## config.mk

```make
export PLATFORM = sky130hd
export DESIGN_NAME = drlc_top
export DESIGN_NICKNAME = d
export VERILOG_FILES = /design/src/pkg/drlc_pkg.sv /design/src/logic/drlc_sync.sv /design/src/logic/drlc_top.sv
export VERILOG_INCLUDE_DIRS = /design/src /design/src/pkg
export SDC_FILE = /design/constraint.sdc
export NUM_CORES = 1
export LEC_CHECK = 0
export BUFFER_PORTS_ARGS = -buffer_cell sky130_fd_sc_hd__buf_2
export CAP_MARGIN = 5
export CELL_PAD_IN_SITES_DETAIL_PLACEMENT = 1
export CELL_PAD_IN_SITES_GLOBAL_PLACEMENT = 2
export CORE_MARGIN = 5
export CORE_UTILIZATION = 29
export CTS_CLUSTER_SIZE = 24
export DETAILED_ROUTE_END_ITERATION = 8
export PLACE_DENSITY = 0.85
export SLEW_MARGIN = 20
export SYNTH_ARGS = -nofsm -noshare
export SYNTH_HDL_FRONTEND = slang
export SYNTH_SLANG_ARGS = --single-unit
```

## constraint.sdc

```tcl
create_clock -name clk_i -period 1.6 [get_ports clk_i]
set_input_delay 0.08 -clock clk_i [delete_from_list [all_inputs] [get_ports clk_i]]
set_output_delay 0.08 -clock clk_i [all_outputs]
set_load 0.03 [all_outputs]
```

## src/pkg/drlc_defs.svh

```systemverilog
// Constants of the dual register logic cell block: sizes, offsets, reset values
`ifndef DRLC_DEFS_SVH
`define DRLC_DEFS_SVH

`define DRLC_NUM_FF 20
`define DRLC_NUM_CELL 10
`define DRLC_ADDR_W 8
`define DRLC_DATA_W 32

`define DRLC_OFF_MODE 8'h00
`define DRLC_OFF_CSEL 8'h04
`define DRLC_OFF_SECURE 8'h08
`define DRLC_OFF_STATE 8'h0c
`define DRLC_OFF_PINS 8'h10

`define DRLC_SECURE_BIT 0

`define DRLC_RST_MODE 20'h00000
`define DRLC_RST_CSEL 20'h00000
`define DRLC_FUSE_SHOWN 20'hfffff

`define DRLC_SYNC_STAGES 2

`endif

```

## src/pkg/drlc_pkg.sv

```systemverilog
// Types shared by the dual register logic cell block
`default_nettype none
`include "drlc_defs.svh"
package drlc_pkg;
  typedef logic [`DRLC_NUM_FF-1:0] drlc_vec_t;
  typedef logic [`DRLC_NUM_CELL-1:0] drlc_pin_t;
  typedef logic [`DRLC_ADDR_W-1:0] drlc_addr_t;
  typedef logic [`DRLC_DATA_W-1:0] drlc_data_t;
endpackage
`default_nettype wire

```

## src/logic/drlc_sync.sv

```systemverilog
// Two-stage synchroniser for levels arriving from pins
`timescale 1ns/100ps
`default_nettype none
module drlc_sync #(
  parameter int W = 1
) (
  input wire logic clk_i,
  input wire logic reset_i,
  input wire logic [W-1:0] async_i,
  output logic [W-1:0] sync_o
);
  logic [W-1:0] meta_reg;

  // First stage feeds only the second stage
  always_ff @(posedge clk_i) begin
    if (reset_i) begin
      meta_reg <= '0;
      sync_o <= '0;
    end else begin
      meta_reg <= async_i;
      sync_o <= meta_reg;
    end
  end
endmodule
`default_nettype wire

```

## src/logic/drlc_top.sv

```systemverilog
// Dual register logic cells: twenty D/T flip-flops, pin paths and config registers
`timescale 1ns/100ps
`default_nettype none
`include "drlc_defs.svh"

module drlc_top (
  input wire logic clk_i,
  input wire logic reset_i,
  input wire logic [`DRLC_ADDR_W-1:0] addr_i,
  input wire logic [`DRLC_DATA_W-1:0] wdata_i,
  input wire logic wr_i,
  input wire logic rd_i,
  output logic [`DRLC_DATA_W-1:0] rdata_o,
  input wire logic [`DRLC_NUM_FF-1:0] sum_term_i,
  input wire logic [`DRLC_NUM_FF-1:0] reset_term_i,
  input wire logic [`DRLC_NUM_FF-1:0] clock_term_i,
  input wire logic preset_i,
  input wire logic pin_clk_i,
  input wire logic [`DRLC_NUM_CELL-1:0] pin_in_i,
  input wire logic [`DRLC_NUM_CELL-1:0] oe_term_i,
  output logic [`DRLC_NUM_CELL-1:0] pin_out_o,
  output logic [`DRLC_NUM_CELL-1:0] pin_oe_n_o,
  output logic [`DRLC_NUM_CELL-1:0] pin_level_o,
  output logic [`DRLC_NUM_FF-1:0] feedback_o
);
  drlc_pkg::drlc_vec_t mode_reg;
  drlc_pkg::drlc_vec_t csel_reg;
  logic secure_reg;
  drlc_pkg::drlc_vec_t slave_reg;
  drlc_pkg::drlc_vec_t master_reg;
  drlc_pkg::drlc_vec_t prev_clk_reg;
  drlc_pkg::drlc_vec_t sel_clk;
  drlc_pkg::drlc_vec_t rise;
  drlc_pkg::drlc_vec_t d_next;
  logic pin_clk_sync;
  drlc_pkg::drlc_pin_t pin_sync;
  drlc_pkg::drlc_pin_t pin_drive;
  drlc_pkg::drlc_data_t rdata_next;
  drlc_pkg::drlc_vec_t shown_mode;
  drlc_pkg::drlc_vec_t shown_csel;

  // Pin clock is a pin, so it is synchronised before any edge detection
  drlc_sync #(
    .W(1)
  ) u_clk_sync (
    .clk_i(clk_i),
    .reset_i(reset_i),
    .async_i(pin_clk_i),
    .sync_o(pin_clk_sync)
  );

  // Dedicated input path from each I/O pin into the array
  drlc_sync #(
    .W(`DRLC_NUM_CELL)
  ) u_pin_sync (
    .clk_i(clk_i),
    .reset_i(reset_i),
    .async_i(pin_in_i),
    .sync_o(pin_sync)
  );

  // Pin levels leave through their own register, never mixed with feedback
  always_ff @(posedge clk_i) begin
    if (reset_i) begin
      pin_level_o <= '0;
    end else begin
      pin_level_o <= pin_sync;
    end
  end

  // Type select: a one makes the flip-flop a toggle
  always_ff @(posedge clk_i) begin
    if (reset_i) begin
      mode_reg <= `DRLC_RST_MODE;
    end else if (wr_i && addr_i == `DRLC_OFF_MODE) begin
      mode_reg <= wdata_i[`DRLC_NUM_FF-1:0];
    end
  end

  // Clock source select: a one picks the pin clock
  always_ff @(posedge clk_i) begin
    if (reset_i) begin
      csel_reg <= `DRLC_RST_CSEL;
    end else if (wr_i && addr_i == `DRLC_OFF_CSEL) begin
      csel_reg <= wdata_i[`DRLC_NUM_FF-1:0];
    end
  end

  // Security fuse is one way; only a block reset erases it, as an erase would
  always_ff @(posedge clk_i) begin
    if (reset_i) begin
      secure_reg <= 1'b0;
    end else if (wr_i && addr_i == `DRLC_OFF_SECURE && wdata_i[`DRLC_SECURE_BIT]) begin
      secure_reg <= 1'b1;
    end
  end

  // Configuration is masked on readback once secured; writes still land unseen
  always_comb begin
    shown_mode = secure_reg ? `DRLC_FUSE_SHOWN : mode_reg;
    shown_csel = secure_reg ? `DRLC_FUSE_SHOWN : csel_reg;
  end

  // Read mux; unmapped offsets read zero
  always_comb begin
    rdata_next = '0;
    case (addr_i)
      `DRLC_OFF_MODE: begin
        rdata_next[`DRLC_NUM_FF-1:0] = shown_mode;
      end
      `DRLC_OFF_CSEL: begin
        rdata_next[`DRLC_NUM_FF-1:0] = shown_csel;
      end
      `DRLC_OFF_SECURE: begin
        rdata_next[`DRLC_SECURE_BIT] = secure_reg;
      end
      `DRLC_OFF_STATE: begin
        rdata_next[`DRLC_NUM_FF-1:0] = slave_reg;
      end
      `DRLC_OFF_PINS: begin
        rdata_next[`DRLC_NUM_CELL-1:0] = pin_level_o;
      end
      default: begin
        rdata_next = '0;
      end
    endcase
  end

  // Read data stand only in the cycle after the strobe
  always_ff @(posedge clk_i) begin
    if (reset_i) begin
      rdata_o <= '0;
    end else if (rd_i) begin
      rdata_o <= rdata_next;
    end else begin
      rdata_o <= '0;
    end
  end

  // Twenty flip-flops, each with private terms and config bits
  genvar k;
  for (k = 0; k < `DRLC_NUM_FF; k++) begin : g_ff
    // Per flip-flop clock mux, so registers may run on separate clocks
    assign sel_clk[k] = csel_reg[k] ? pin_clk_sync : clock_term_i[k];
    assign rise[k] = sel_clk[k] & ~prev_clk_reg[k];
    // Toggle mode flips the state when the sum term is high
    assign d_next[k] = mode_reg[k] ? (slave_reg[k] ^ sum_term_i[k]) : sum_term_i[k];

    // Edge detector history for the selected clock
    always_ff @(posedge clk_i) begin
      if (reset_i) begin
        prev_clk_reg[k] <= 1'b0;
      end else begin
        prev_clk_reg[k] <= sel_clk[k];
      end
    end

    // Master follows the data while the clock is low; reset clears it too
    always_ff @(posedge clk_i) begin
      if (reset_i || reset_term_i[k]) begin
        master_reg[k] <= 1'b0;
      end else if (!sel_clk[k]) begin
        master_reg[k] <= d_next[k];
      end
    end

    // Slave takes the master on a rising edge; the reset term needs no edge
    always_ff @(posedge clk_i) begin
      if (reset_i || reset_term_i[k]) begin
        slave_reg[k] <= 1'b0;
      end else if (rise[k]) begin
        // Preset only acts on an edge, so the array must pulse the clock term
        slave_reg[k] <= preset_i ? 1'b1 : master_reg[k];
      end
    end

    // Both stages of the flip-flop are empty one cycle after its reset term
    property p_reset_clears;
      @(posedge clk_i) disable iff (reset_i)
        reset_term_i[k] |=> (slave_reg[k] == 1'b0) && (master_reg[k] == 1'b0);
    endproperty
    a_reset_clears: assert property (p_reset_clears)
      else $error("reset term left a stage set");

    // Reset term and preset on the same edge: the clear must win
    property p_reset_wins;
      @(posedge clk_i) disable iff (reset_i)
        (reset_term_i[k] && preset_i && rise[k]) |=> !feedback_o[k];
    endproperty
    a_reset_wins: assert property (p_reset_wins)
      else $error("preset beat the reset term");

    // Preset sets the flip-flop on its own detected edge
    property p_preset;
      @(posedge clk_i) disable iff (reset_i)
        (preset_i && rise[k] && !reset_term_i[k]) |=> feedback_o[k];
    endproperty
    a_preset: assert property (p_preset)
      else $error("preset did not set the flip-flop");

    // With no edge and no reset the stored state must not move
    property p_hold;
      @(posedge clk_i) disable iff (reset_i)
        (!rise[k] && !reset_term_i[k]) |=> $stable(slave_reg[k]);
    endproperty
    a_hold: assert property (p_hold)
      else $error("flip-flop changed without an edge");

    // Master is loaded from its own data term while the selected clock is low
    property p_master_follow;
      @(posedge clk_i) disable iff (reset_i)
        (!sel_clk[k] && !reset_term_i[k]) |=> master_reg[k] == $past(d_next[k]);
    endproperty
    a_master_follow: assert property (p_master_follow)
      else $error("master missed its data term");

    // D-type: the sum term of the cycle before the edge is what gets stored
    property p_dtype;
      @(posedge clk_i) disable iff (reset_i)
        (rise[k] && !preset_i && !reset_term_i[k] && !$past(mode_reg[k])
         && !$past(reset_i) && !$past(reset_term_i[k]))
        |=> slave_reg[k] == $past(sum_term_i[k], 2);
    endproperty
    a_dtype: assert property (p_dtype)
      else $error("D-type did not store the sum term");

    // T-type: the old state flips where the sum term was high
    property p_ttype;
      @(posedge clk_i) disable iff (reset_i)
        (rise[k] && !preset_i && !reset_term_i[k] && $past(mode_reg[k])
         && !$past(reset_i) && !$past(reset_term_i[k]))
        |=> slave_reg[k] == ($past(slave_reg[k], 2) ^ $past(sum_term_i[k], 2));
    endproperty
    a_ttype: assert property (p_ttype)
      else $error("T-type did not toggle");
  end

  // All twenty states feed back, buried ones as well as pin ones
  assign feedback_o = slave_reg;

  // Cell c drives pin c from its first flip-flop; the second is buried
  for (k = 0; k < `DRLC_NUM_CELL; k++) begin : g_cell
    assign pin_drive[k] = slave_reg[2 * k];
  end
  assign pin_out_o = pin_drive;

  // Each pin enable is registered from its own term; low means driving
  always_ff @(posedge clk_i) begin
    if (reset_i) begin
      pin_oe_n_o <= {`DRLC_NUM_CELL{1'b1}};
    end else begin
      pin_oe_n_o <= ~oe_term_i;
    end
  end

  property p_pin_enable;
    @(posedge clk_i) disable iff (reset_i)
      !$past(reset_i) |-> pin_oe_n_o == ~$past(oe_term_i);
  endproperty
  a_pin_enable: assert property (p_pin_enable) else $error("pin enable not from its term");

  property p_pin_path;
    @(posedge clk_i) disable iff (reset_i)
      (!$past(reset_i) && !$past(reset_i, 2) && !$past(reset_i, 3))
      |-> pin_level_o == $past(pin_in_i, 3);
  endproperty
  a_pin_path: assert property (p_pin_path) else $error("pin level path wrong");

  property p_secure_read;
    @(posedge clk_i) disable iff (reset_i)
      (rd_i && secure_reg && (addr_i == `DRLC_OFF_MODE || addr_i == `DRLC_OFF_CSEL))
      |=> rdata_o[`DRLC_NUM_FF-1:0] == `DRLC_FUSE_SHOWN;
  endproperty
  a_secure_read: assert property (p_secure_read) else $error("secured config leaked");

  property p_open_read;
    @(posedge clk_i) disable iff (reset_i)
      (rd_i && !secure_reg && addr_i == `DRLC_OFF_MODE) |=> rdata_o == {12'h000, $past(mode_reg)};
  endproperty
  a_open_read: assert property (p_open_read) else $error("mode readback wrong");

  property p_read_one_cycle;
    @(posedge clk_i) disable iff (reset_i)
      !rd_i |=> rdata_o == '0;
  endproperty
  a_read_one_cycle: assert property (p_read_one_cycle) else $error("read data outlived slot");

  // Type bits land from the write data at the strobe edge
  property p_mode_write;
    @(posedge clk_i) disable iff (reset_i)
      (wr_i && addr_i == `DRLC_OFF_MODE) |=> mode_reg == $past(wdata_i[`DRLC_NUM_FF-1:0]);
  endproperty
  a_mode_write: assert property (p_mode_write) else $error("type bits not written");

  // Clock source bits land from the write data at the strobe edge
  property p_csel_write;
    @(posedge clk_i) disable iff (reset_i)
      (wr_i && addr_i == `DRLC_OFF_CSEL) |=> csel_reg == $past(wdata_i[`DRLC_NUM_FF-1:0]);
  endproperty
  a_csel_write: assert property (p_csel_write) else $error("source bits not written");

  // Writing a one to the security bit arms the readback mask at once
  property p_secure_set;
    @(posedge clk_i) disable iff (reset_i)
      (wr_i && addr_i == `DRLC_OFF_SECURE && wdata_i[`DRLC_SECURE_BIT]) |=> secure_reg;
  endproperty
  a_secure_set: assert property (p_secure_set) else $error("security bit not set");

  // No write can disarm the mask; only a block reset does, as an erase would
  property p_secure_sticky;
    @(posedge clk_i) disable iff (reset_i)
      secure_reg |=> secure_reg;
  endproperty
  a_secure_sticky: assert property (p_secure_sticky) else $error("security bit fell");

  // Flip-flop states are never masked, so feedback stays observable when secured
  property p_state_read;
    @(posedge clk_i) disable iff (reset_i)
      (rd_i && addr_i == `DRLC_OFF_STATE) |=> rdata_o == {12'h000, $past(slave_reg)};
  endproperty
  a_state_read: assert property (p_state_read) else $error("state readback wrong");

  // Pin levels read back through their own path, apart from feedback
  property p_pin_read;
    @(posedge clk_i) disable iff (reset_i)
      (rd_i && addr_i == `DRLC_OFF_PINS) |=> rdata_o == {22'h000000, $past(pin_level_o)};
  endproperty
  a_pin_read: assert property (p_pin_read) else $error("pin readback wrong");
endmodule
`default_nettype wire

```

# Word-level counts from Yosys, hierarchy flattened
# Index checks and enable logic that the tools add are counted.
op_classes:
  addsub: 0
  n_mul: 0
  div_mod_pow: 0
  magnitude_cmp: 0
  eq_ne: 4
  shift: 0
  mux: 65
  bitwise_logic: 62
  n_reduce_logical: 26
ops:
  columns: ["cell", "n"]
  rows:
  - ["2-to-1 mux 1 bit", 60]
  - ["2-to-1 mux 20 bit", 2]
  - ["case mux 9 bit (4 select lines)", 1]
  - ["case mux 10 bit (3 select lines)", 1]
  - ["NOT 1 bit", 21]
  - ["bitwise AND 1 bit", 20]
  - ["logical OR 1 bit", 20]
  - ["bitwise XOR 1 bit", 20]
  - ["equality test 8 x 4 -> 1 bit (second input constant)", 2]
  - ["NOT 10 bit", 1]
  - ["equality test 8 x 3 -> 1 bit (second input constant)", 1]
  - ["equality test 8 x 5 -> 1 bit (second input constant)", 1]
  - ["zero test 8 bit", 1]
  - ["case mux 1 bit (5 select lines)", 1]
  - ["logical AND 1 bit", 4]
  - ["OR reduction 2 bit", 1]
totals:
  reg_bits: 175
  latch_bits: 0
  ramBits: 0
  rom_bits: 0
  inputBits: 126
  out_inout_bits: 82
  word_cells: 228
  memories: 0

# Depth between registers and ports, before layout
# Gate-level depths: netlist of the first run.
depth:
  depth_word: 3
  mapped_depth: 6
  depth_no_buf: 4

# Hierarchy
# Synthesis of the first run repeated with hierarchy kept, for this count alone.
hier_totals:
  cells_unflattened: 701
  area_unflattened_um2: 6358.6
by_module_without_submodules:
  columns: ["module", "instances", "cells_each", "area_each_um2", "seq_area_each_um2"]
  rows:
  - ["drlc_top", 1, 655, 5688.0, 2822.7]
  - ["drlc_sync at u_pin_sync", 1, 42, 618.1, 400.4]
  - ["drlc_sync at u_clk_sync", 1, 4, 52.6, 40.0]

# Least setup slack after synthesis of the first run
# No wires, ideal clock.
synth_path:
  path_type: "register -> register"
  from: "reg secure_reg"
  to: "reg rdata_o[10]"
  setup_ns: 0.087
  arrival_ns: 1.215
  required_time_ns: 1.513
  path_slack_ns: 0.298
  path_stages_with_launch: 5
  path_buffers: 2
  period_less_slack_ns: 1.302
  path_cell_list: "dfxtp_1 > clkbuf_1 > inv_1 > buf_1 > a221oi_2"
synth_between:
  elab_chain_cells: 2
  elab_cells_between_ends: 3
  classes_between: "mux: 3"
synth_lines:
  columns: ["element", "line", "rtl"]
  rows:
  - ["from (decl)", "drlc_top.sv:28", "logic secure_reg;"]
  - ["from (signal assigned)", "drlc_top.sv:92", "secure_reg <= 1'b0;"]
  - ["from (signal assigned)", "drlc_top.sv:94", "secure_reg <= 1'b1;"]
  - ["2-to-1 mux 20 bit (on tied branches)", "drlc_top.sv:101, drlc_top.sv:100", null]
  - ["case mux 10 bit (3 select lines) (*)", "drlc_top.sv:107", "case (addr_i)"]
  - ["to (signal assigned)", "drlc_top.sv:134", "rdata_o <= rdata_next;"]
  - ["to (decl)", "drlc_top.sv:13", "output logic [`DRLC_DATA_W-1:0] rdata_o,"]
# Every way passes the cells marked *; elsewhere a longest branch is shown, timed or not.
# A chain may end at the register's enable or synchronous reset.

# Final worst setup path of the first run
layout_path:
  from: "in addr_i[0]"
  to: "reg csel_reg[6]"
layout_between:
  elab_chain_cells: 2
layout_lines:
  columns: ["element", "line", "rtl"]
  rows:
  - ["from (decl)", "drlc_top.sv:9", "input wire logic [`DRLC_ADDR_W-1:0] addr_i,"]
  - ["equality test 8 x 3 -> 1 bit", null, null]
  - ["logical AND 1 bit (no source line)", null, null]
  - ["to (signal assigned)", "drlc_top.sv:83", "csel_reg <= `DRLC_RST_CSEL;"]
  - ["to (signal assigned)", "drlc_top.sv:85", "csel_reg <= wdata_i[`DRLC_NUM_FF-1:0];"]
  - ["to (decl)", "drlc_top.sv:27", "drlc_pkg::drlc_vec_t csel_reg;"]
# Every way passes these cells.

==> metrics, run 1 <==
most common cell after layout, fill and taps aside=buf_2; endpoint type of the worst setup path=flip-flop; Critical Path Start Type=input port; CP peak stage delay=approximately 0.55 ns; layout cells sized above 1=0.2723; pwr dens=roughly 1100 mW/mm2; initial antenna violation count=2; Ports=approximately 210; core region area=around 0.022 mm2; CTS Buf Count=17; Comb pwr share=0.096; critical path required time=approximately 1.9 ns; Die Y=around 160 um; Total Power=between 9 and 10 mW; Clock Tree Root=clkbuf_16; share of power burned in registers=0.429; Psw=2.251 mW; routed vias/inst=4.607; Iteration-0 DRC Markers=between 150 and 200; grt total ovfl=0; P_leak=approximately 3.8 nW; Pre-antenna DRT Iters=4; CP delay by family, top=buffers and inverters; setup tns final=0 ns; Slew HR=0.5985; site row count=54; Buf/Inv on CP=3; Port Buffers=roughly 180; period utilization=0.9065; All-Layer GR Usage=0.1633; clock sinks=163; max-cap violations=0; Worst-Margin Slew=0.6022 ns; # setup viols final=0; DRT Wirelength=about 20,000 um; clock buffer depth=2; CTS tree=yes; first-pass GRT wire length=~32,000 um; clk_lat worst skew=approximately 0.42 ns; commonest cells after routing, fill and taps aside=buf_2, dfxtp_1, nor2_1; post-synthesis sequential area ratio=0.5161; DR DRC count=0; switch share=0.2281; Mapped Cells=slightly below 700; Peak Freq=689.4 MHz; unrepaired setup endpoints after global routing=no; Max VDD drop=0.0007241 V; initial core utilization=0.2924; vias in the first global route=between 5,000 and 6,000; Syn-to-layout area delta=42.71%; clock-pin slew on the worst setup and hold paths=0.07 ns; Die Area=between 0.02 and 0.025 mm2; crit path DAT=roughly 1.8 ns; worst hold-check path type=input port to flip-flop; Final nets=roughly 1,100; pin count of the biggest net entering global routing=around 140; Yosys warning total=0; max-slew violations=0; flops & latches, synth=around 160; clock share of power=0.475; slowest stage cell, crit path=dlygate4sd3_1; H-tree depth=4; DRT antenna net count=0; post-DP HPWL=14,390 um; clock skew=0.006099 ns; count of different cell masters after synthesis=35; min cycle time layout=about 1.5 ns; Avg Cell Area, Syn=between 9 and 10 um2; wire length per cell=around 17 um; post-CTS setup buffer count=0; Worst Setup Path Type=input port to flip-flop; Final Hold Vio Count=0; Mapped Area=0.006322 mm2; via count=5,625; routability congestion estimate=0.7688; CP Cell Sequence=dlygate4sd3_1 > buf_2 > nor4b_4 > and4bb_1 > buf_4 > nand2_1 > a21oi_1; status=complete, no violations; Die Width=157.7 um; cell internal pwr=roughly 7.6 mW; Critical Path Fanout Max=11
-- power by group through the flow --
stage / combinational (mW) / sequential, mW / clock [mW]
3_5_place_dp: 0.796 / 4.33 / 0
3_3_place_gp: 0.782 / 4.32 / 0
2_1_floorplan: 0.403 / 4.39 / 0
5_1_grt: 1.03 / 4.25 / 4.99
6_report: 0.947 / 4.24 / 4.69
4_1_cts: 0.950 / 4.23 / 4.81
-- area by class of cell --
| type | instances | area, um2 |
|---|---|---|
| antenna | 1 | 2.502 |
| clock buffer | 19 | 452.9 |
| clock inverter | 12 | 229.0 |
| fill | 2535 | 12600 |
| inverter | 1 | 3.754 |
| multi-input combinational | 455 | 2761 |
| sequential | 163 | 3263 |
| tap | 280 | 350.3 |
| timing repair buffer | 290 | 1959 |
-- logic make-up (layout without fill, tap and decap cells) --
group | after synthesis | after routing | synth area share
other cells | 1 | 13 | 0.0005931
compound gates | 112 | 112 | 0.1435
flops | 163 | 163 | 0.5161
simple gates | 270 | 270 | 0.1908
mux | 41 | 41 | 0.06491
buf+inv | 66 | 322 | 0.05640
xor+xnor | 20 | 20 | 0.02771
-- synthesized netlist by cell type --
library cell / instances / area [um2]
a221o_1: 1 / 10.01
clkbuf_1: 30 / 112.6
or2_1: 1 / 6.260
nand4_1: 1 / 6.260
nor2_2: 1 / 6.260
or3_1: 3 / 18.77
nor4b_4: 1 / 23.77
a2bb2oi_1: 16 / 140.1
nand4bb_1: 1 / 11.26
xor2_1: 20 / 175.2
and4bb_1: 1 / 12.51
o22ai_1: 19 / 118.9
nor2_1: 137 / 514.2
o311ai_1: 1 / 8.760
a21oi_1: 24 / 120.1
nand3_1: 3 / 15.01
nor2b_1: 34 / 212.7
and2_1: 1 / 6.260
nor4b_2: 1 / 15.01
nand2_1: 71 / 266.5
a221oi_2: 10 / 150.1
nand3b_2: 1 / 11.26
a2111oi_0: 40 / 350.3
nor3_1: 1 / 5.000
dfxtp_1: 163 / 3263
buf_2: 9 / 45.04
mux2i_1: 41 / 410.4
a211o_1: 1 / 8.760
nand2b_1: 11 / 68.82
buf_6: 2 / 22.52
buf_1: 2 / 7.510
inv_1: 1 / 3.750
buf_4: 22 / 165.2
and2_0: 1 / 6.260
conb_1: 1 / 3.750
-- worst reg2reg max path, stage by stage, from the launching register on --
cell and delay (ns):
dfxtp_1 0.32, buf_12 0.16, mux2i_1 0.30, nor2_1 0.08
a2111oi_0 0.42
-- routing by layer --
layer,vias to the layer above,GRT usage,share of wire
met2,124,0.2781,0.49
met4,2,0.06227,0.023
met3,27,0.03472,0.044
met1,2678,0.2027,0.44
li1,2794,-,-
met5,-,0,0.00098
-- final timing paths --
| kind | to | slack, ns | startpoint | depth (start not counted) |
|---|---|---|---|---|
| max | csel_reg[6] | 0.15 | addr_i[0] | 7 |
| min | master_reg[2] | 0.02 | sum_term_i[2] | 3 |
| max reg2reg | master_reg[12] | 0.19 | u_clk_sync.sync_o | 4 |
| min reg2reg | u_pin_sync.sync_o[5] | 0.44 | u_pin_sync.meta_reg[5] | 1 |
-- metrics by stage --
step                hold WS (ns)  std cells    util  instance area [um2]  worst slack [ns]
finish                   0.01630       1221  0.4173                 9022            0.1495
global route            0.006209       1221  0.4173                 9022           0.01790
CTS                    0.0008016       1220  0.4166                 9007           0.01644
detailed placement        0.2531       1109  0.3480                 7525            0.1144
global placement          0.2479       1109  0.3480                 7525            0.1612
floorplan                 0.1535        684       -                 6364            0.2979
-- timing repair --
action,CTS,global route
hold buffers,80,0
gates resized for setup,0,4
endpoints found under the hold margin,115,0
endpoints found under the setup margin,0,42
Power figures use the tool's default switching activity.
==> inputs of run 2 (changes only) <==
--- a/config.mk
+++ b/config.mk
@@ -14,6 +14,7 @@
 export CORE_UTILIZATION = 29
 export CTS_CLUSTER_SIZE = 24
 export DETAILED_ROUTE_END_ITERATION = 8
+export MAX_ROUTING_LAYER = met4
 export PLACE_DENSITY = 0.85
 export SLEW_MARGIN = 20
 export SYNTH_ARGS = -nofsm -noshare
==> run 2 against run 1 <==
Fmax is 0.11% higher. Combinational power hardly changed. Total power hardly changed. Register-to-register slack better by 0.02 ns. First-iteration DRC count is 9.6% higher. Sequential share of layout area hardly changed. Hold slack hardly changed. Die area stayed put. Clock-buffer cell count stayed put. Final cell count hardly changed.
==> metrics, run 2 (synthesized netlist as in run 1, its figures left out) <==
Max VDD drop=0.0007263 V (+0.30%); crit path DAT=1.79 ns (about the same); post-DP HPWL=14,390 um (unchanged); setup tns final=0 ns (unchanged); clock skew=0.006476 ns (+0.0003771 ns); period utilization=0.9056 (-0.0009669); status=complete, no violations; Port Buffers=183 (unchanged); CTS Buf Count=17 (unchanged); pin count of the biggest net entering global routing=144 (unchanged); Final Hold Slack=0.01670 ns (+0.0003924 ns); CTS tree=yes; first-pass GRT wire length=31,720 um (about the same); P_leak=3.826 nW (about the same); Worst Setup Path Type=input port to flip-flop; Final Hold Vio Count=0 (unchanged); DR DRC count=0 (unchanged); max-slew violations=0 (unchanged); Die Width=157.7 um (unchanged); core region area=0.02162 mm2 (unchanged); Peak Freq=690.2 MHz (+0.11%); min cycle time layout=1.449 ns (-0.001547 ns); site row count=54 (unchanged); Final nets=1,054 (unchanged); Top Layer Used=met4; DRT Wirelength=20,380 um (about the same); met2 routed wirelength=10,010 um (about the same); layout cells sized above 1=0.2723 (unchanged); grt total ovfl=0 (unchanged); Non-Filler Instances=1,222 (+0.082%); post-route cell area=0.009025 mm2 (about the same); initial core utilization=0.2924 (unchanged); clk_lat worst skew=0.41 ns (about the same); placed cell area=0.007525 mm2 (unchanged); placed cell count=1,109 (unchanged); via count=5,589 (-0.64%); Critical Path Fanout Max=11 (unchanged); met3 WL=792 um (-12%); Slew HR=0.5853 (-0.01327); Die Area=0.02485 mm2 (unchanged); DRT antenna net count=0 (unchanged); post-CTS setup buffer count=0 (unchanged); wire length per cell=16.68 um (-0.11%); initial antenna violation count=2 (unchanged); Die Y=157.7 um (unchanged); worst hold-check path type=input port to flip-flop; clock sinks=163 (unchanged); fin util=0.4174 (about the same); Clock Tree Root=clkbuf_16; critical path required time=1.94 ns (about the same); Worst-Margin Slew=0.6221 ns (+0.01990 ns); Syn-to-layout area delta=42.75% (about the same); max-cap violations=0 (unchanged); All-Layer GR Usage=0.1685 (+0.005212); clock buffer depth=2 (unchanged); routability congestion estimate=0.7791 (+1.3%); unrepaired setup endpoints after global routing=no; routed vias/inst=4.574 (-0.72%); Iteration-0 DRC Markers=206 (+9.6%); Pre-antenna DRT Iters=4 (unchanged); commonest cells after routing, fill and taps aside=buf_2, dfxtp_1, nor2_1; Ports=208 (unchanged); Critical Path Start Type=input port; vias in the first global route=5,893 (-0.20%); clock-pin slew on the worst setup and hold paths=0.07 ns (about the same); endpoint type of the worst setup path=flip-flop; Metal-1 WL=9071 um (+0.90%); most common cell after layout, fill and taps aside=buf_2; # setup viols final=0 (unchanged); H-tree depth=4 (unchanged); pwr dens=1094 mW/mm2 (about the same)
==> run 2: cell types whose count changed in the layout (fill, tap and decap cells not counted) <==
cell | previous run | this run
diode_2 | 1 | 2
==> run 2: layout make-up <==
type,instances,area (um2)
diodes,2,5.005
clock buffers,19,452.9
clock inverters,12,229.0
fillers,2535,12600
inverters,1,3.754
multi-input cells,455,2761
flip-flops and latches,163,3263
well taps,280,350.3
repair buffers,290,1959
==> run 2: metal layers <==
layer  up-vias  GRT usage
li1       2793          -
met3        28    0.03007
met2       130     0.2789
met4         0    0.06227
met1      2638     0.2060
met5         -          -
==> run 2: metrics by stage <==
step	setup WS, ns	total power, mW
6_report	0.1511	9.872
5_1_grt	0.01790	10.27
4_1_cts	0.01644	9.995
3_5_place_dp	0.1144	5.122
3_3_place_gp	0.1612	5.105
2_1_floorplan	0.2979	4.798
==> run 2: final timing paths <==
| path | cells after the start | slack [ns] | to | from |
|---|---|---|---|---|
| max reg2reg | 5 | 0.21 | feedback_o[19] | u_clk_sync.sync_o |
| min | 3 | 0.02 | master_reg[6] | sum_term_i[6] |
| max | 7 | 0.15 | csel_reg[6] | addr_i[0] |
| min reg2reg | 1 | 0.44 | pin_level_o[7] | u_pin_sync.sync_o[7] |
==> run 2: report_power, final <==
part           switching [mW]  leakage, nW  internal [mW]
Combinational           0.519         2.16          0.428
Sequential             0.0594         1.33           4.18
Clock                    1.68        0.333           3.01
==> run 2: critical path, cell delays in order <==
cell and delay (ns):
dlygate4sd3_1 0.55, buf_2 0.14, nor4b_4 0.32, and4bb_1 0.27, buf_4 0.21, nand2_1 0.08, a21oi_1 0.13
==> run 2: repair_timing <==
| item | CTS | global route |
|---|---|---|
| hold buffers | 80 | 0 |
| setup endpoints to repair | 0 | 42 |
| endpoints found under the hold margin | 115 | 0 |
| resized for setup | 0 | 4 |
==> inputs of run 3 (changes only) <==
--- a/config.mk
+++ b/config.mk
@@ -15,8 +15,9 @@
 export CTS_CLUSTER_SIZE = 24
 export DETAILED_ROUTE_END_ITERATION = 8
 export MAX_ROUTING_LAYER = met4
-export PLACE_DENSITY = 0.85
+export PLACE_DENSITY = 0.86
 export SLEW_MARGIN = 20
 export SYNTH_ARGS = -nofsm -noshare
 export SYNTH_HDL_FRONTEND = slang
+export SYNTH_HIERARCHICAL = 1
 export SYNTH_SLANG_ARGS = --single-unit
==> run 3 against run 2 <==
Synthesized cell count is 4.2% higher. Sequential power hardly changed. Setup slack worse by 0.059 ns. Critical path type is now flip-flop to flip-flop. Final area is 1.6% higher. Clock power is 9.6% lower. Non-clock buffer count is 15 higher. Via count is 5.2% higher. Largest cell class unchanged. Critical path depth is 2 lower.
==> metrics, run 3 <==
status=complete, no violations; Die Width=158.1 um (+0.27%); Avg Cell Area, Syn=9.071 um2 (-3.4%); Mapped Cells=701 (+4.2%); layout cells sized above 1=0.2863 (+0.01395); placed cell count=1,139 (+2.7%); ranking of synthesized cells by area=dfxtp_1, nand2_1, nor2_1; max-cap violations=0 (unchanged); Worst-Margin Slew=0.6368 ns (+0.01471 ns); leading area contributor after synthesis=dfxtp_1; vias in the first global route=6,266 (+6.3%); CP Cell Sequence=or3b_2 > buf_4 > nor2_1 > or3_1 > a21oi_1; min cycle time layout=1.508 ns (+0.05867 ns); clock sinks=163 (unchanged); Slew HR=0.5750 (-0.01027); worst hold path endpoint=master_reg[0]; Pre-antenna DRT Iters=5 (+1); first-pass GRT wire length=33,250 um (+4.8%); Port Buffers=183 (unchanged); count of different cell masters after synthesis=37 (+5.7%); core region area=0.02169 mm2 (+0.31%); clock buffer depth=2 (unchanged); pwr dens=1036 mW/mm2 (-5.3%); Max VDD drop=0.0006990 V (-3.8%); Final Hold Vio Count=0 (unchanged); Yosys warning total=6 (+6); Worst Setup Path Type=flip-flop to flip-flop; max-slew violations=0 (unchanged); DRT antenna net count=0 (unchanged); most common cell after layout, fill and taps aside=buf_2; Non-Filler Instances=1,267 (+3.7%); P_leak=3.727 nW (-2.6%); routability congestion estimate=0.7589 (-2.6%); post-route cell area=0.009168 mm2 (+1.6%); # setup viols final=0 (unchanged); via count=5,878 (+5.2%); Worst R2R End=rdata_o[6]; site row count=54 (unchanged); Critical Path Fanout Max=9 (-2); Ports=208 (unchanged); Iteration-0 DRC Markers=173 (-16%); Critical Path Start Type=flip-flop; Yosys top cell area share=0.5132 (-0.002945); H-tree depth=4 (unchanged); routed vias/inst=4.639 (+1.4%); initial core utilization=0.2932 (+0.0007620); pin count of the biggest net entering global routing=80 (-44%); Die Area=0.02499 mm2 (+0.54%); commonest cells after routing, fill and taps aside=buf_2, dfxtp_1, nand2_1; post-DP HPWL=14,610 um (+1.5%); clock-pin slew on the worst setup and hold paths=0.08 ns (about the same); fraction of registers with async set/reset=0 (unchanged); Total Power=9.500 mW (-3.8%); slowest stage cell, crit path=or3b_2; final worst slack=0.09240 ns (-0.05867 ns); period utilization=0.9422 (+0.03667); number of synthesized flops with an enable pin=0 (unchanged); Peak Freq=663.3 MHz (-3.9%); worst reg2reg path depth=5 (unchanged); CP delay by family, top=simple AND/OR/NAND/NOR gates; Hold Path Cell Cnt=3 (unchanged); DR DRC count=0 (unchanged); worst hold-check path type=input port to flip-flop; wire length per cell=16.92 um (+1.5%); Buf/Inv on CP=1 (-2); grt total ovfl=0 (unchanged); reg2reg start=secure_reg; Clock Tree Root=clkbuf_16; Mapped Area=0.006359 mm2 (+0.57%); placed cell area=0.007596 mm2 (+0.95%); Synth Flop Type=dfxtp_1; Syn-to-layout area delta=44.18%; clk_lat worst skew=0.44 ns (+0.03 ns); All-Layer GR Usage=0.1767 (+0.008183); pre-CTS setup slack=-0.1568 ns (-0.2712 ns); Final nets=1,098 (+4.2%); endpoint type of the worst setup path=flip-flop; initial antenna violation count=1 (-1); # fillers=2,530 (-0.20%); clock skew=0.01463 ns (+0.008154 ns); post-synthesis sequential area ratio=0.5132 (-0.002945); CTS Buf Count=17 (unchanged); crit path DAT=1.83 ns (+0.04 ns); CP peak stage delay=0.49 ns (-0.06 ns); Die Y=158.1 um (+0.27%); most instantiated cells after synthesis=dfxtp_1, nand2_1, nor2_1; DRT Wirelength=21,440 um (+5.2%); most common cell in the netlist=dfxtp_1; r2r setup slk=0.09 ns (-0.12 ns); flops & latches, synth=163 (unchanged); critical path required time=1.92 ns (-0.02 ns); CTS tree=yes; post-CTS setup buffer count=0 (unchanged); Hold Startpoint=sum_term_i[0]
[run 3: cell types whose count changed after synthesis, sizes merged, moves of 2 or more]
cell / delta
nand2: +48
nor2: -28
a21oi: +26
mux2i: -21
nor3: +10
or3: +10
o22ai: -9
a2bb2oi: -7
buf: -5
clkbuf: +4
inv: +2
nand3: -2
[run 3: worst max-delay path by stage]
| stage | startpoint | end | slack, ns | cells after the start |
|---|---|---|---|---|
| after floorplan | addr_i[1] | rdata_o[12] | 0.07 | 5 |
| after global placement | addr_i[4] | secure_reg | -0.15 | 5 |
| after detailed placement | addr_i[4] | secure_reg | -0.16 | 5 |
| after CTS | u_clk_sync/sync_o | master_reg[6] | 0.09 | 5 |
| after global routing | u_clk_sync/sync_o | feedback_o[14] | -0.03 | 5 |
| final | secure_reg | rdata_o[6] | 0.09 | 5 |
[run 3: layout make-up]
cell class	instances	area, um2	area share
inverter	3	11.26	0.001228
timing repair buffer	305	2132	0.2326
clock buffer	17	425.4	0.04640
clock inverter	15	191.4	0.02088
antenna	2	5.005	0.0005459
tap	280	350.3	0.03821
sequential	163	3263	0.3559
multi-input combinational	482	2789	0.3042
[run 3: worst register-to-register path, stage by stage (launching register included)]
cell	delay [ns]
dfxtp_1	0.32
or3b_2	0.49
buf_4	0.20
nor2_1	0.08
or3_1	0.20
a21oi_1	0.10
[run 3: layer usage]
layer  share of wire  GRT usage  vias up
met5               0          -        -
li1                -          -     2912
met2            0.51     0.2994      135
met3           0.047    0.03882       26
met4           0.017    0.05280        0
met1            0.43     0.2111     2805
[run 3: metrics by stage]
step,hold WS [ns],TNS [ns],util
after global placement,0.2489,-3.906,0.3502
after floorplan,0.1516,0,-
after global routing,0.02756,-0.03115,0.4226
final,0.003973,0,0.4227
after detailed placement,0.2531,-5.017,0.3502
after CTS,0.0009474,0,0.4221
[run 3: timing repair]
action	in CTS	in global routing
hold buffers	94	0
hold endpoints to repair	121	0
setup endpoints to repair	0	3
gates resized for setup	0	3
[run 3: cells by family after synthesis]
logic type / Yosys count / share of synthesized area
DFF: 163 / 0.5132
and+or+nand+nor: 307 / 0.2247
xor gates and xnor gates: 20 / 0.02755
buffers and inverters: 67 / 0.05687
AOI/OAI and AO/OA: 123 / 0.1456
other: 1 / 0.0005898
muxes: 20 / 0.03148
[run 3: power breakdown]
| part | leakage [nW] | internal (mW) | switching (mW) |
|---|---|---|---|
| combinational | 2.09 | 0.468 | 0.561 |
| sequential | 1.33 | 4.17 | 0.0585 |
| clock | 0.302 | 2.16 | 2.08 |
